$ cat src/rtl/can_irq_pkg.sv
// constants and types shared by the interrupt and recovery controller
package can_irq_pkg;
  // register byte offsets on the AXI4-Lite slave
  localparam logic [7:0] OFS_CTRL0 = 8'h00;
  localparam logic [7:0] OFS_CTRL1 = 8'h04;
  localparam logic [7:0] OFS_RXFLG = 8'h08;
  localparam logic [7:0] OFS_RXIEN = 8'h0c;
  localparam logic [7:0] OFS_TXFLG = 8'h10;
  localparam logic [7:0] OFS_TXIEN = 8'h14;
  localparam logic [7:0] OFS_MISC = 8'h18;
  localparam logic [7:0] OFS_EVSTAT = 8'h1c;
  localparam logic [7:0] OFS_EVMASK = 8'h20;
  // control register zero bit positions
  localparam int C0_INIT_REQ = 0;
  localparam int C0_SLEEP_REQ = 1;
  localparam int C0_WAKE_EN = 2;
  localparam int C0_MOD_EN = 7;
  localparam int C0_INIT_ACK = 8;
  localparam int C0_SLEEP_ACK = 9;
  localparam int C0_ON_BUS = 10;
  // control register one and misc register bit positions
  localparam int C1_BO_SEL = 0;
  localparam int MISC_HOLD = 0;
  // rx flag and rx enable register bit positions
  localparam int RF_RXF = 0;
  localparam int RF_OVR = 1;
  localparam int RF_TST = 2;
  localparam int RF_RST = 4;
  localparam int RF_BSC = 6;
  localparam int RF_WAKE = 7;
  // index of each rx flag inside the flag bank
  localparam int FL_RXF = 0;
  localparam int FL_OVR = 1;
  localparam int FL_BSC = 2;
  localparam int FL_WAKE = 3;
  localparam int NRXF = 4;
  localparam int NTX = 3;
  localparam int NEV = 4;
  // reset values
  localparam logic INIT_REQ_RST = 1'b1;
  localparam logic [NTX-1:0] TXF_RST = 3'h7;
  localparam logic [NRXF-1:0] RXF_RST = 4'h0;
  localparam logic [NEV-1:0] EV_RST = 4'h0;
  localparam logic [0:0] HOLD_RST = 1'h0;
  // error counter ranges and bus-off recovery count
  localparam logic [8:0] ERR_WARN = 9'h060;
  localparam logic [8:0] ERR_PASSIVE = 9'h080;
  localparam logic [8:0] ERR_BUSOFF = 9'h100;
  localparam logic [7:0] RECOV_CNT = 8'h80;
  // bus state field encodings
  localparam logic [1:0] ST_OK = 2'h0;
  localparam logic [1:0] ST_WARN = 2'h1;
  localparam logic [1:0] ST_PASSIVE = 2'h2;
  localparam logic [1:0] ST_BUSOFF = 2'h3;
  // AXI responses
  localparam logic [1:0] RESP_OKAY = 2'h0;
  localparam logic [1:0] RESP_SLVERR = 2'h2;

  typedef enum logic [2:0] {
    MD_DISABLED = 3'b000,
    MD_INIT = 3'b001,
    MD_RESYNC = 3'b010,
    MD_NORMAL = 3'b011,
    MD_SLEEP = 3'b100
  } mode_t;

  typedef enum logic [1:0] {
    BO_ACTIVE = 2'b00,
    BO_COUNT = 2'b01,
    BO_WAIT = 2'b10,
    BO_RECOVER = 2'b11
  } bo_t;

  typedef struct packed {
    logic [2:0] tx_empty;
    logic rx_to_fg;
    logic rx_overrun;
    logic bus_activity;
    logic recessive11;
    logic bus_idle;
  } can_evt_t;

  typedef struct packed {
    logic [8:0] tx;
    logic [7:0] rx;
  } err_cnt_t;

  typedef struct packed {
    logic wake;
    logic err;
    logic rx;
    logic tx;
  } irq_t;
endpackage

$ cat src/rtl/can_flag_bank.sv
// bank of sticky flags with set-wins clear
`timescale 1ns/1ps
module can_flag_bank #(
  parameter int W = 4,
  parameter logic [W-1:0] RST = '0
) (
  // clock and reset
  input wire logic clk_in,
  input wire logic rstn_in,
  // set condition and clear request per flag
  input wire logic [W-1:0] set_in,
  input wire logic [W-1:0] clr_in,
  // flag state
  output logic [W-1:0] flag_out
);
  logic [W-1:0] flag_next;

  // per flag: condition holds keeps it set, clear only drops it otherwise
  genvar i;
  generate
    for (i = 0; i < W; i++) begin : g_bit
      always_comb begin
        flag_next[i] = set_in[i] | (flag_out[i] & ~clr_in[i]);
      end
    end
  endgenerate

  // flag registers
  always_ff @(posedge clk_in) begin
    if (!rstn_in) begin
      flag_out <= RST;
    end else begin
      flag_out <= flag_next;
    end
  end
endmodule

$ cat src/rtl/can_interrupt_and_recovery_ctrl.sv
// interrupt, flag, mode and bus-off recovery control of a CAN controller
`timescale 1ns/1ps
module can_interrupt_and_recovery_ctrl
  import can_irq_pkg::*;
(
  // clock and reset
  input wire logic CLK_IN,
  input wire logic RSTN_IN,
  // AXI4-Lite write address and data
  input wire logic AWVALID_IN,
  output logic AWREADY_OUT,
  input wire logic [7:0] AWADDR_IN,
  input wire logic WVALID_IN,
  output logic WREADY_OUT,
  input wire logic [31:0] WDATA_IN,
  input wire logic [3:0] WSTRB_IN,
  // AXI4-Lite write response
  output logic BVALID_OUT,
  input wire logic BREADY_IN,
  output logic [1:0] BRESP_OUT,
  // AXI4-Lite read
  input wire logic ARVALID_IN,
  output logic ARREADY_OUT,
  input wire logic [7:0] ARADDR_IN,
  output logic RVALID_OUT,
  input wire logic RREADY_IN,
  output logic [31:0] RDATA_OUT,
  output logic [1:0] RRESP_OUT,
  // CAN side events and error counters
  input wire can_evt_t CAN_EVT_IN,
  input wire err_cnt_t ERR_CNT_IN,
  // interrupt requests and bus status
  output irq_t IRQ_REQ_OUT,
  output logic IRQ_OUT,
  output logic BUS_OFF_OUT,
  output logic BUS_RECOVER_OUT,
  output logic ON_BUS_OUT
);
  localparam logic [7:0] RECOV_LAST = RECOV_CNT - 8'h01;

  // bus slave state
  logic aw_held_reg, aw_held_next, w_held_reg, w_held_next;
  logic [7:0] aw_addr_reg, aw_addr_next;
  logic [31:0] w_data_reg, w_data_next;
  logic [3:0] w_strb_reg, w_strb_next;
  logic awready_reg, awready_next, wready_reg, wready_next;
  logic bvalid_reg, bvalid_next, arready_reg, arready_next;
  logic rvalid_reg, rvalid_next;
  logic [1:0] bresp_reg, bresp_next, rresp_reg, rresp_next;
  logic [31:0] rdata_reg, rdata_next;
  logic wr_fire, ar_fire, lane0, wr_hit, rd_hit, rd_evstat;
  logic we_ctrl0, we_ctrl1, we_rxflg, we_rxien, we_txflg, we_txien, we_misc, we_evmask;
  logic [7:0] wr_addr, rd_addr;
  logic [31:0] rd_data;
  // software control state
  logic init_request_reg, init_request_next, sleep_request_reg, sleep_request_next;
  logic wake_enable_reg, wake_enable_next, module_enable_reg, module_enable_next;
  logic recovery_sel_reg, recovery_sel_next;
  logic [NRXF-1:0] rx_ien_reg, rx_ien_next;
  logic [NTX-1:0] tx_ien_reg, tx_ien_next;
  logic [NEV-1:0] ev_mask_reg, ev_mask_next;
  // mode, bus state and recovery
  mode_t mode_reg, mode_next;
  bo_t bo_reg, bo_next;
  logic [7:0] recov_cnt_reg, recov_cnt_next;
  logic [1:0] tx_st_reg, tx_st_next, rx_st_reg, rx_st_next;
  logic init_ack, sleep_ack, wake_evt, rx_set, bsc_set, bo_enter, count_tick, hold_set;
  // flags and outputs
  logic [NRXF-1:0] rx_flag, rx_set_vec, rx_clr_vec;
  logic [NTX-1:0] tx_flag;
  logic [NEV-1:0] ev_flag;
  logic [0:0] hold_flag;
  irq_t irq_reg, irq_next;
  logic irq_any_reg, irq_any_next, bus_off_reg, bus_off_next;
  logic recover_reg, recover_next, on_bus_reg, on_bus_next;

  // map an error count onto its bus state range
  function automatic logic [1:0] err_range(input logic [8:0] cnt);
    logic [1:0] st;
    st = ST_OK;
    if (cnt >= ERR_BUSOFF) begin
      st = ST_BUSOFF;
    end else if (cnt >= ERR_PASSIVE) begin
      st = ST_PASSIVE;
    end else if (cnt >= ERR_WARN) begin
      st = ST_WARN;
    end
    return st;
  endfunction

  // AXI channel handshakes: address and data taken in either order
  always_comb begin
    wr_fire = aw_held_reg & w_held_reg & ~bvalid_reg;
    ar_fire = ARVALID_IN & arready_reg;
    aw_held_next = (aw_held_reg & ~wr_fire) | (AWVALID_IN & awready_reg);
    aw_addr_next = (AWVALID_IN & awready_reg) ? AWADDR_IN : aw_addr_reg;
    w_held_next = (w_held_reg & ~wr_fire) | (WVALID_IN & wready_reg);
    w_data_next = (WVALID_IN & wready_reg) ? WDATA_IN : w_data_reg;
    w_strb_next = (WVALID_IN & wready_reg) ? WSTRB_IN : w_strb_reg;
    awready_next = ~aw_held_next;
    wready_next = ~w_held_next;
    bvalid_next = wr_fire | (bvalid_reg & ~BREADY_IN);
    bresp_next = bresp_reg;
    if (wr_fire) begin
      bresp_next = wr_hit ? RESP_OKAY : RESP_SLVERR;
    end
    rvalid_next = ar_fire | (rvalid_reg & ~RREADY_IN);
    arready_next = ~rvalid_next;
    rdata_next = ar_fire ? rd_data : rdata_reg;
    rresp_next = rresp_reg;
    if (ar_fire) begin
      rresp_next = rd_hit ? RESP_OKAY : RESP_SLVERR;
    end
  end

  // bus slave registers
  always_ff @(posedge CLK_IN) begin
    if (!RSTN_IN) begin
      aw_held_reg <= 1'b0;
      aw_addr_reg <= 8'h00;
      w_held_reg <= 1'b0;
      w_data_reg <= 32'h0000_0000;
      w_strb_reg <= 4'h0;
      awready_reg <= 1'b0;
      wready_reg <= 1'b0;
      bvalid_reg <= 1'b0;
      bresp_reg <= RESP_OKAY;
      arready_reg <= 1'b0;
      rvalid_reg <= 1'b0;
      rdata_reg <= 32'h0000_0000;
      rresp_reg <= RESP_OKAY;
    end else begin
      aw_held_reg <= aw_held_next;
      aw_addr_reg <= aw_addr_next;
      w_held_reg <= w_held_next;
      w_data_reg <= w_data_next;
      w_strb_reg <= w_strb_next;
      awready_reg <= awready_next;
      wready_reg <= wready_next;
      bvalid_reg <= bvalid_next;
      bresp_reg <= bresp_next;
      arready_reg <= arready_next;
      rvalid_reg <= rvalid_next;
      rdata_reg <= rdata_next;
      rresp_reg <= rresp_next;
    end
  end

  // write decode; every writable field sits in byte lane zero
  always_comb begin
    wr_addr = {aw_addr_reg[7:2], 2'b00};
    lane0 = wr_fire & w_strb_reg[0];
    wr_hit = 1'b1;
    we_ctrl0 = 1'b0;
    we_ctrl1 = 1'b0;
    we_rxflg = 1'b0;
    we_rxien = 1'b0;
    we_txflg = 1'b0;
    we_txien = 1'b0;
    we_misc = 1'b0;
    we_evmask = 1'b0;
    case (wr_addr)
      OFS_CTRL0: we_ctrl0 = lane0;
      OFS_CTRL1: we_ctrl1 = lane0;
      OFS_RXFLG: we_rxflg = lane0;
      OFS_RXIEN: we_rxien = lane0;
      OFS_TXFLG: we_txflg = lane0;
      OFS_TXIEN: we_txien = lane0;
      OFS_MISC: we_misc = lane0;
      OFS_EVSTAT: wr_hit = 1'b1; // read-only, write ignored
      OFS_EVMASK: we_evmask = lane0;
      default: wr_hit = 1'b0;
    endcase
  end

  // read multiplexer; reading event status clears it
  always_comb begin
    rd_addr = {ARADDR_IN[7:2], 2'b00};
    rd_data = 32'h0000_0000;
    rd_hit = 1'b1;
    rd_evstat = 1'b0;
    case (rd_addr)
      OFS_CTRL0: begin
        rd_data[C0_INIT_REQ] = init_request_reg;
        rd_data[C0_SLEEP_REQ] = sleep_request_reg;
        rd_data[C0_WAKE_EN] = wake_enable_reg;
        rd_data[C0_MOD_EN] = module_enable_reg;
        rd_data[C0_INIT_ACK] = init_ack;
        rd_data[C0_SLEEP_ACK] = sleep_ack;
        rd_data[C0_ON_BUS] = on_bus_reg;
      end
      OFS_CTRL1: rd_data[C1_BO_SEL] = recovery_sel_reg;
      OFS_RXFLG: begin
        rd_data[RF_RXF] = rx_flag[FL_RXF];
        rd_data[RF_OVR] = rx_flag[FL_OVR];
        rd_data[RF_TST +: 2] = tx_st_reg;
        rd_data[RF_RST +: 2] = rx_st_reg;
        rd_data[RF_BSC] = rx_flag[FL_BSC];
        rd_data[RF_WAKE] = rx_flag[FL_WAKE];
      end
      OFS_RXIEN: begin
        rd_data[RF_RXF] = rx_ien_reg[FL_RXF];
        rd_data[RF_OVR] = rx_ien_reg[FL_OVR];
        rd_data[RF_BSC] = rx_ien_reg[FL_BSC];
        rd_data[RF_WAKE] = rx_ien_reg[FL_WAKE];
      end
      OFS_TXFLG: rd_data[NTX-1:0] = tx_flag;
      OFS_TXIEN: rd_data[NTX-1:0] = tx_ien_reg;
      OFS_MISC: rd_data[MISC_HOLD] = hold_flag[0];
      OFS_EVSTAT: begin
        rd_data[NEV-1:0] = ev_flag;
        rd_evstat = ar_fire;
      end
      OFS_EVMASK: rd_data[NEV-1:0] = ev_mask_reg;
      default: rd_hit = 1'b0;
    endcase
  end

  // software control bits; wake-up releases the sleep request
  always_comb begin
    init_request_next = init_request_reg;
    sleep_request_next = sleep_request_reg;
    wake_enable_next = wake_enable_reg;
    module_enable_next = module_enable_reg;
    recovery_sel_next = recovery_sel_reg;
    rx_ien_next = rx_ien_reg;
    tx_ien_next = tx_ien_reg;
    ev_mask_next = ev_mask_reg;
    if (we_ctrl0) begin
      init_request_next = w_data_reg[C0_INIT_REQ];
      sleep_request_next = w_data_reg[C0_SLEEP_REQ];
      wake_enable_next = w_data_reg[C0_WAKE_EN];
      module_enable_next = w_data_reg[C0_MOD_EN];
    end
    if (wake_evt) begin
      sleep_request_next = 1'b0;
    end
    if (we_ctrl1 & init_ack) begin
      recovery_sel_next = w_data_reg[C1_BO_SEL]; // writable in init mode only
    end
    if (we_rxien) begin
      rx_ien_next = {w_data_reg[RF_WAKE], w_data_reg[RF_BSC], w_data_reg[RF_OVR],
                     w_data_reg[RF_RXF]};
    end
    if (we_txien) begin
      tx_ien_next = w_data_reg[NTX-1:0];
    end
    if (we_evmask) begin
      ev_mask_next = w_data_reg[NEV-1:0];
    end
  end

  // control registers
  always_ff @(posedge CLK_IN) begin
    if (!RSTN_IN) begin
      init_request_reg <= INIT_REQ_RST;
      sleep_request_reg <= 1'b0;
      wake_enable_reg <= 1'b0;
      module_enable_reg <= 1'b0;
      recovery_sel_reg <= 1'b0;
      rx_ien_reg <= '0;
      tx_ien_reg <= '0;
      ev_mask_reg <= '0;
    end else begin
      init_request_reg <= init_request_next;
      sleep_request_reg <= sleep_request_next;
      wake_enable_reg <= wake_enable_next;
      module_enable_reg <= module_enable_next;
      recovery_sel_reg <= recovery_sel_next;
      rx_ien_reg <= rx_ien_next;
      tx_ien_reg <= tx_ien_next;
      ev_mask_reg <= ev_mask_next;
    end
  end

  // CAN events, bus state fields and request lines
  always_comb begin
    init_ack = (mode_reg == MD_INIT);
    sleep_ack = (mode_reg == MD_SLEEP);
    wake_evt = sleep_ack & wake_enable_reg & CAN_EVT_IN.bus_activity;
    rx_set = CAN_EVT_IN.rx_to_fg & ~sleep_ack;
    bo_enter = (bo_reg == BO_ACTIVE) & (ERR_CNT_IN.tx >= ERR_BUSOFF);
    tx_st_next = (bo_reg != BO_ACTIVE) ? ST_BUSOFF : err_range(ERR_CNT_IN.tx);
    rx_st_next = (bo_reg != BO_ACTIVE) ? ST_BUSOFF : err_range({1'b0, ERR_CNT_IN.rx});
    bsc_set = ((tx_st_next != tx_st_reg) & (tx_st_next != ST_OK)) |
              ((rx_st_next != rx_st_reg) & (rx_st_next != ST_OK));
    rx_set_vec = '0;
    rx_set_vec[FL_RXF] = rx_set;
    rx_set_vec[FL_OVR] = CAN_EVT_IN.rx_overrun;
    rx_set_vec[FL_BSC] = bsc_set;
    rx_set_vec[FL_WAKE] = wake_evt;
    rx_clr_vec = '0;
    if (we_rxflg) begin
      rx_clr_vec = {w_data_reg[RF_WAKE], w_data_reg[RF_BSC], w_data_reg[RF_OVR],
                    w_data_reg[RF_RXF]};
    end
    irq_next.wake = rx_flag[FL_WAKE] & rx_ien_reg[FL_WAKE];
    irq_next.err = (rx_flag[FL_BSC] & rx_ien_reg[FL_BSC]) |
                   (rx_flag[FL_OVR] & rx_ien_reg[FL_OVR]);
    irq_next.rx = rx_flag[FL_RXF] & rx_ien_reg[FL_RXF];
    irq_next.tx = |(tx_flag & tx_ien_reg);
    irq_any_next = |(ev_flag & ev_mask_reg);
  end

  // operating mode sequence
  always_comb begin
    mode_next = mode_reg;
    unique case (mode_reg)
      MD_DISABLED: begin
        if (module_enable_reg) begin
          mode_next = init_request_reg ? MD_INIT : MD_RESYNC;
        end
      end
      MD_INIT: begin
        if (!init_request_reg) begin
          mode_next = MD_RESYNC;
        end
      end
      MD_RESYNC: begin
        if (init_request_reg) begin
          mode_next = MD_INIT;
        end else if (CAN_EVT_IN.recessive11) begin
          mode_next = MD_NORMAL;
        end
      end
      MD_NORMAL: begin
        if (init_request_reg & CAN_EVT_IN.bus_idle) begin
          mode_next = MD_INIT;
        end else if (sleep_request_reg & (&tx_flag) & CAN_EVT_IN.bus_idle) begin
          mode_next = MD_SLEEP;
        end
      end
      MD_SLEEP: begin
        if (init_request_reg) begin
          mode_next = MD_INIT;
        end else if (wake_evt | ~sleep_request_reg) begin
          mode_next = MD_RESYNC;
        end
      end
      default: mode_next = MD_DISABLED;
    endcase
    if (!module_enable_reg) begin
      mode_next = MD_DISABLED;
    end
    on_bus_next = (mode_next == MD_NORMAL);
  end

  // bus-off recovery; counting pauses while asleep
  always_comb begin
    bo_next = bo_reg;
    recov_cnt_next = recov_cnt_reg;
    count_tick = CAN_EVT_IN.recessive11 & ~sleep_ack;
    hold_set = bo_enter & recovery_sel_reg;
    unique case (bo_reg)
      BO_ACTIVE: begin
        if (bo_enter) begin
          bo_next = BO_COUNT;
          recov_cnt_next = 8'h00;
        end
      end
      BO_COUNT: begin
        if (count_tick) begin
          if (recov_cnt_reg == RECOV_LAST) begin
            bo_next = (recovery_sel_reg & hold_flag[0]) ? BO_WAIT : BO_RECOVER;
          end else begin
            recov_cnt_next = recov_cnt_reg + 8'h01;
          end
        end
      end
      BO_WAIT: begin
        if (!hold_flag[0]) begin
          bo_next = BO_RECOVER;
        end
      end
      BO_RECOVER: bo_next = BO_ACTIVE;
    endcase
    bus_off_next = (bo_next == BO_COUNT) | (bo_next == BO_WAIT);
    recover_next = (bo_next == BO_RECOVER);
  end

  // mode, recovery, field and output registers
  always_ff @(posedge CLK_IN) begin
    if (!RSTN_IN) begin
      mode_reg <= MD_DISABLED;
      bo_reg <= BO_ACTIVE;
      recov_cnt_reg <= 8'h00;
      tx_st_reg <= ST_OK;
      rx_st_reg <= ST_OK;
      irq_reg <= '0;
      irq_any_reg <= 1'b0;
      bus_off_reg <= 1'b0;
      recover_reg <= 1'b0;
      on_bus_reg <= 1'b0;
    end else begin
      mode_reg <= mode_next;
      bo_reg <= bo_next;
      recov_cnt_reg <= recov_cnt_next;
      tx_st_reg <= tx_st_next;
      rx_st_reg <= rx_st_next;
      irq_reg <= irq_next;
      irq_any_reg <= irq_any_next;
      bus_off_reg <= bus_off_next;
      recover_reg <= recover_next;
      on_bus_reg <= on_bus_next;
    end
  end

  // receiver flags: wake, status change, overrun, receive full
  can_flag_bank #(.W(NRXF), .RST(RXF_RST)) u_rx_flags (
    .clk_in(CLK_IN),
    .rstn_in(RSTN_IN),
    .set_in(rx_set_vec),
    .clr_in(rx_clr_vec),
    .flag_out(rx_flag)
  );

  // transmit buffer empty flags
  can_flag_bank #(.W(NTX), .RST(TXF_RST)) u_tx_flags (
    .clk_in(CLK_IN),
    .rstn_in(RSTN_IN),
    .set_in(CAN_EVT_IN.tx_empty),
    .clr_in({NTX{we_txflg}} & w_data_reg[NTX-1:0]),
    .flag_out(tx_flag)
  );

  // bus-off hold bit, set on entry in user mode, cleared by writing one
  can_flag_bank #(.W(1), .RST(HOLD_RST)) u_hold (
    .clk_in(CLK_IN),
    .rstn_in(RSTN_IN),
    .set_in(hold_set),
    .clr_in(we_misc & w_data_reg[MISC_HOLD]),
    .flag_out(hold_flag)
  );

  // sticky event status: rising request lines, cleared by reading
  can_flag_bank #(.W(NEV), .RST(EV_RST)) u_events (
    .clk_in(CLK_IN),
    .rstn_in(RSTN_IN),
    .set_in(irq_next & ~irq_reg),
    .clr_in({NEV{rd_evstat}}),
    .flag_out(ev_flag)
  );

  // outputs straight from flip-flops
  assign AWREADY_OUT = awready_reg;
  assign WREADY_OUT = wready_reg;
  assign BVALID_OUT = bvalid_reg;
  assign BRESP_OUT = bresp_reg;
  assign ARREADY_OUT = arready_reg;
  assign RVALID_OUT = rvalid_reg;
  assign RDATA_OUT = rdata_reg;
  assign RRESP_OUT = rresp_reg;
  assign IRQ_REQ_OUT = irq_reg;
  assign IRQ_OUT = irq_any_reg;
  assign BUS_OFF_OUT = bus_off_reg;
  assign BUS_RECOVER_OUT = recover_reg;
  assign ON_BUS_OUT = on_bus_reg;
endmodule

$ cat config.mk
export PLATFORM = sky130hd
export DESIGN_NAME = can_interrupt_and_recovery_ctrl
export DESIGN_NICKNAME = d
export VERILOG_FILES = /design/src/rtl/can_irq_pkg.sv /design/src/rtl/can_flag_bank.sv /design/src/rtl/can_interrupt_and_recovery_ctrl.sv
export SDC_FILE = /design/constraint.sdc
export NUM_CORES = 1
export LEC_CHECK = 0
export BUFFER_PORTS_ARGS = -buffer_cell sky130_fd_sc_hd__clkbuf_2
export CAP_MARGIN = 20
export CORE_MARGIN = 4
export CORE_UTILIZATION = 54
export DETAILED_ROUTE_END_ITERATION = 6
export PLACE_DENSITY = 0.85
export SKIP_LAST_GASP = 1
export SYNTH_ARGS = -nofsm -noshare
export SYNTH_HDL_FRONTEND = slang
export SYNTH_SLANG_ARGS = --single-unit
$ cat constraint.sdc
create_clock -name CLK_IN -period 2.94 [get_ports CLK_IN]
set_input_delay 0.147 -clock CLK_IN [delete_from_list [all_inputs] [get_ports CLK_IN]]
set_output_delay 0.147 -clock CLK_IN [all_outputs]
set_load 0.005 [all_outputs]
==> results.md, run 1 <==
* Setup TNS at 0 ns
* Antenna cells at 0
* Yosys warning count at 0
* Synth Register Bits at 86
* Pwr Total at around 2.3 mW
* CORE AREA at 6940 µm²
* First-pass GRT wire length at between 15 and 20 mm
* Actual slew at the worst max-slew pin at 0.641 ns
* TritonCTS Buffers at 9
* LEAKAGE at roughly 1.8 nW
* Fin crit share at 63.6%
* Synth Instances at 454
* Die W at 93.5 µm
* Main flop type after synthesis: dfxtp_1
* Layout Utilization at 64.4%
* Root buffer cell: clkbuf_8
* Antenna violations before repair at 0
* Area Overhead vs Synth at 13.2%
* Max-Cap Viols at 0
* Final Hold Viols at 0
* I/O pin count at 133
* Initial core utilization at 56.8%
* Vias in the first global route at 3217
* Pwr Density at 518 nW/µm²
* Max_slew headroom at 57.2%
* Syn Area/Cell at 8.70 µm²
* Pre-antenna DRT Iters at 5
* Worst-case clock buffer depth at 2
* Routed vias at around 3.4k
* Worst Path Required at around 3.2 ns
* Max Clk Rate at about 0.53 GHz
* Post-Route WL at roughly 9.4 mm
* Finish-stage setup viols at 0
* Max H-tree Level at 3
* Final Non-Filler Cells at 615
* Remaining DRCs at 0
* Clk Latency, worst-skew pair at approximately 0.35 ns
* Worst setup SP type: register
* Async set-reset flop share out of synthesis at 0%
* PnR worst setup slack at between 1 and 1.5 ns
* Max reg flops at 11
* Vias per cell at 5.61
* PostCTS Resize Cnt at 0
* Worst hold path depth at 3
* Dpl cells at between 500 and 600
* Final Max Tran Viols at 0
* Total gr overflow at 0
* Worst Setup Path Type: register to register
* Netlist cell types at 60
* Largest net degree at the start of global routing at 33
* Total GRT Usage at between 20 and 25%
* Cell Rows at 30
* EDFF count, synth at 0
* Final ANT Viol Nets at 0
* RePlAce Congestion at 0.869
* Clk pin slew, worst setup/hold paths at 0.08 ns
* Pre-CTS setup slack at approximately 1.1 ns
* IO Port Bufs at 66
* Fillers at roughly 600
* Part of the Yosys area used for sequential elements at roughly 44%
* TritonCTS clock tree: built
* Fraction of layout cells with a size suffix above 1 at a little under a fifth
* Clk_skew at 0.0102 ns
* Die area at around 9000 µm²
* Die Y at between 90 and 100 µm
* RSZ-0062 raised after global routing: no
* Hold Crit Class: input pin to register
* Clock tree sinks at 86
* Final HPWL DP at a little under 7 mm
* Drt wl/cell at 15.3 µm
* CP Data Arrival Time at 2.11 ns
* NumNets Final at 600
* Peak supply drop at approximately 0.50 mV
* Worst-case reg-to-reg path depth at 5
* CP endpoint kind: register
* Post-Syn Area at a little under 4000 µm²
* Max Fanout on Critical Path at 8
* Status: completed
* DRT iter0 DRCs at 245
* Clock period minus worst slack at around 1.9 ns
[kinds of logic (layout without fill, tap and decap cells)]
logic type / Yosys count / count (layout) / share of synthesized area, %
flip-flops: 86 / 86 / 43.6
adder cells (fa/ha/maj): 2 / 2 / 0.634
AND/OR/NAND/NOR: 184 / 184 / 24.9
buffers and inverters: 51 / 94 / 7.54
AO/OA/AOI/OAI: 106 / 106 / 17.2
other: 1 / 23 / 0.0950
XOR/XNOR: 6 / 6 / 1.33
multiplexers: 18 / 18 / 4.66
[cell type report]
class / instances / area (µm²) / area share [%]
multi-input cells: 339 / 2010 / 45.0
flip-flops and latches: 86 / 1720 / 38.5
repair buffers: 71 / 375 / 8.40
clock buffers: 13 / 149 / 3.33
well taps: 96 / 120 / 2.69
clock inverters: 3 / 67.6 / 1.51
inverters: 7 / 26.3 / 0.588
[cell usage in the layout, fill, tap and decap left out, types with 3 or more instances in the layout]
master         synthesis  routed
clkbuf_1              12       3
dfxtp_1               86      86
nand4_1                5       5
clkbuf_8               0      10
a22o_1                 6       6
nor2_1                41      41
inv_1                  6       6
dlygate4sd3_1          0       3
o21ai_0               14      14
nor2b_1                3       3
a21oi_1               46      46
o21a_1                 3       3
and4b_1                3       3
nand2b_1               4       4
o31ai_1                3       3
and3_1                 5       5
nand2_1               49      49
nor3_1                 6       6
a31oi_1                4       4
nand3_1               40      40
nand3b_1               3       3
mux2i_1               15      15
xnor2_1                6       6
a22oi_1                7       7
clkbuf_2               1      66
conb_1                 1      23
and2_1                 8       8
mux2_2                 3       3
a21boi_0               4       4
a211o_1                4       4
[metal layers]
metal	global-route usage, %	up-vias	wire, µm
met5	0	-	0
met4	8.06	0	241
met3	6.03	21	709
met2	36.3	158	4420
met1	28.1	1568	4040
li1	-	1701	-
[through the flow]
stage / hold WS [ns] / cell area, µm²
after detailed placement: 0.351 / 4220
after global placement: 0.340 / 4220
after CTS: 0.0119 / 4470
final: 0.0268 / 4470
after floorplan: 0.246 / 4030
after global routing: 0.0209 / 4470
[where the power goes]
part	leakage (nW)	switching (mW)	total, mW	internal (mW)
registers	0.699	0.0352	1.23	1.19
logic	0.966	0.112	0.189	0.0767
clock network	0.104	0.396	0.899	0.503
total	1.77	0.543	2.32	1.77
[final timing paths]
kind | from | endpoint | slack [ns]
max | mode_reg[2]$_SDFF_PN0_ | BUS_OFF_OUT$_SDFF_PN0_ | 1.07
min | WDATA_IN[1] | w_data_reg[1]$_SDFFE_PN0P_ | 0.03
max reg2reg | mode_reg[2]$_SDFF_PN0_ | BUS_OFF_OUT$_SDFF_PN0_ | 1.07
min reg2reg | RDATA_OUT[7]$_SDFFE_PN0P_ | RDATA_OUT[7]$_SDFFE_PN0P_ | 0.45
[synth_stat cells, types with 3 or more instances]
cell	instances	area, µm²
xnor2_1	6	52.6
inv_1	6	22.5
buf_2	6	30.0
nand3b_1	3	22.5
a31oi_1	4	25.0
nand4_1	5	31.3
a211o_1	4	35.0
and3_1	5	31.3
nand2b_1	4	25.0
mux2_2	3	33.8
o21ai_0	14	70.1
buf_4	24	180
nor3_1	6	30.0
o21a_1	3	22.5
dfxtp_1	86	1720
mux2i_1	15	150
a22oi_1	7	52.6
nor2b_1	3	18.8
nand3_1	40	200
nand2_1	49	184
and4b_1	3	30.0
a21boi_0	4	30.0
nor2_1	41	154
clkbuf_1	12	45.0
o31ai_1	3	22.5
a21oi_1	46	230
and2_1	8	50.1
a22o_1	6	52.6
[worst max-delay path: stages (launching register included)]
cell     delay, ns
dfxtp_1       0.40
or3b_2        0.61
nand4_1       0.19
mux2i_1       0.11
ha_1          0.30
and2_1        0.15
[repair_timing]
item,CTS,global route
buffers inserted,0,0
hold buffers,3,0
endpoints found under the hold margin,3,0
(Power assumes the default switching activity.)
==> run 2, diff against run 1 <==
ABC_AREA = 1   (was unset)
CORE_UTILIZATION = 46   (was 54)
PLACE_DENSITY = 0.76   (was 0.85)
clock period = 1.5 ns   (was 2.94 ns; I/O delays follow)
==> results.md, run 2 <==
* Clk Latency, worst-skew pair at 0.36 ns
* Drt wl/cell at 13.0 µm
* Die W at a little over 100 µm
* Area share of the largest cell type after synthesis at 42.1%
* Final Hold Viols at 0
* Largest net degree at the start of global routing at 44
* Hold WS at 0.0369 ns
* CORE AREA at 8680 µm²
* Most instantiated library cell after synthesis: nand2_1
* Total GRT Usage at about a fifth
* Worst Setup Path Type: register to register
* Antenna violations before repair at 0
* Post-synth top cells: nand2_1, dfxtp_1, nor2_1
* Max Fanout on Critical Path at 2
* LEAKAGE at 2.38 nW
* Pre-antenna DRT Iters at 4
* Clock period minus worst slack at 1.48 ns
* Fin crit share at 99.0%
* IO Port Bufs at 66
* First-pass GRT wire length at 16.9 mm
* Area leader, netlist: dfxtp_1
* Max reg flops at 11
* Status: completed
* Pwr Density at 920 nW/µm²
* Ranking of synthesized cells by area: dfxtp_1, nand2_1, nor2_1
* Synth Register Bits at 86
* Setup TNS at 0 ns
* Register Area at 1730 µm²
* DRT iter0 DRCs at 169
* Crit-path leading delay family: simple AND/OR/NAND/NOR gates
* Routed vias at 3917
* Post-Syn Area at 4090 µm²
* Cell Rows at 34
* Worst Path Required at between 1.5 and 2 ns
* Most frequent cells in the layout: nand2_1, dfxtp_1, nor2_1
* Main flop type after synthesis: dfxtp_1
* Vias in the first global route at ~3.8k
* I/O pin count at 133
* CP endpoint kind: register
* RePlAce Congestion at 0.877
* Reg2Reg Setup Slack at 0.02 ns
* Max-Cap Viols at 0
* Max H-tree Level at 3
* EDFF count, synth at 0
* Clk_skew at about 0.014 ns
* Async set-reset flop share out of synthesis at 0%
* Final HPWL DP at 7.70 mm
* NumNets Final at 768
* Final Max Tran Viols at 0
* Part of the Yosys area used for sequential elements at 42.1%
* CP Data Arrival Time at 1.74 ns
* Worst path slowest cell: dfxtp_2
* Area of the multi-input gates at ~2000 µm²
* Peak supply drop at 0.525 mV
* Critical path cell sequence: ha_4, nand2_4, nor3_4, nand4_1, nand2_1, nand2_1, nand2_1, inv_1, ha_1, nand2_1, inv_1
* Slowest cell delay on critical path at 0.36 ns
* WP buf/inv at 2
* TritonCTS clock tree: built
* Worst-case clock buffer depth at 2
* Fillers at just over 800
* Syn Area/Cell at 7.15 µm²
* Final ANT Viol Nets at 0
* RSZ-0062 raised after global routing: yes
* CP most frequent cell: nand2_1
* Initial core utilization at approximately 47%
* Netlist cell types at between 40 and 50
* Die Y at between 100 and 150 µm
* Total gr overflow at 0
* Root buffer cell: clkbuf_8
* TritonCTS Buffers at 9
* Antenna cells at 0
* Synth Instances at 572
* Worst setup SP type: register
* Die area at between 10000 and 15000 µm²
* Remaining DRCs at 0
* Area Overhead vs Synth at 24.3%
* Finish-stage setup viols at 0
* Hold Crit Class: input pin to register
* Clk pin slew, worst setup/hold paths at about 0.09 ns
* Commonest non-fill, non-tap cell in the layout: nand2_1
* Yosys warning count at 0
* Post-Route WL at 10.3 mm
* Vias per cell at 4.93
* Max Clk Rate at about 0.67 GHz
* Fraction of layout cells with a size suffix above 1 at 22.7%
* Clock tree sinks at 86
==> run 2: changes by cell type in the layout (fill, tap and decap cells not counted), sizes merged, moves of 16 or more <==
cell	before	now
o21ai	14	50
inv	7	68
dlygate4sd3	3	19
nor2	41	89
nand2	49	121
buf	2	27
==> run 2: routing by layer <==
metal / wire length (µm) / share of wire [%] / GRT usage [%] / vias to the layer above
met5: 0 / 0 / 0 / -
met4: 127 / 1.2 / 5.95 / 0
met3: 532 / 5.2 / 3.55 / 14
met2: 4880 / 47 / 33.8 / 107
met1: 4770 / 46 / 27.1 / 1757
li1: - / - / - / 2039
==> run 2: layout make-up <==
| type | count | share of cell area [%] |
|---|---|---|
| clock inverters | 7 | 1.58 |
| multi-input cells | 407 | 39.9 |
| repair buffers | 112 | 14.5 |
| clock buffers | 9 | 2.44 |
| inverters | 66 | 4.97 |
| flip-flops and latches | 86 | 34.0 |
| well taps | 108 | 2.66 |
==> run 2: final timing paths <==
check | start | end | cells past startpoint
max reg2reg | recov_cnt_reg[1]$_SDFFE_PN0P_ | BUS_OFF_OUT$_SDFF_PN0_ | 11
max | recov_cnt_reg[1]$_SDFFE_PN0P_ | BUS_OFF_OUT$_SDFF_PN0_ | 11
min | ERR_CNT_IN[6] | rx_st_reg[0]$_SDFF_PN0_ | 3
min reg2reg | ON_BUS_OUT$_SDFF_PN0_ | RDATA_OUT[10]$_SDFFE_PN0P_ | 2
==> run 2: what timing repair did <==
action,4_1_cts,5_1_grt
hold endpoints to repair,19,0
pin swaps,1,4
gates cloned,0,1
endpoints found under the setup margin,1,25
setup buffers,1,1
hold buffers,19,0
gates resized for setup,0,13
==> run 2: through the flow <==
stage	instance area, µm²	power (mW)	util [%]	cells	worst slack (ns)
6_report	5080	4.68	58.5	795	0.0151
3_3_place_gp	4630	2.96	53.4	757	0.0136
4_1_cts	5030	4.70	58.0	793	0.0130
5_1_grt	5080	4.89	58.5	795	-0.0868
2_1_floorplan	4190	2.82	-	594	-0.00978
3_5_place_dp	4630	2.98	53.4	757	-0.0128
==> run 2: power breakdown <==
group	internal [mW]	switching (mW)	total [mW]
Sequential	2.37	0.0540	2.42
Combinational	0.231	0.338	0.569
Clock	0.793	0.896	1.69
Total	3.39	1.29	4.68
==> run 2: cell families (layout without fill, tap and decap cells) <==
| logic type | count (synthesis) | after routing | share of synthesized area (%) |
|---|---|---|---|
| buffers and inverters | 102 | 194 | 11.6 |
| and+or+nand+nor | 265 | 266 | 29.4 |
| AOI/OAI and AO/OA | 114 | 114 | 15.7 |
| DFF | 86 | 86 | 42.1 |
| adders and majority gates | 2 | 2 | 0.612 |
| xor gates and xnor gates | 2 | 2 | 0.429 |
| other | 1 | 23 | 0.0917 |
==> run 2: worst reg2reg max path, delay by kind of cell, from the launching register on <==
family                     cells  cell delay [ns]
adders and majority gates      2             0.42
buffers and inverters          2             0.07
DFF                            1             0.36
and+or+nand+nor                7             0.54
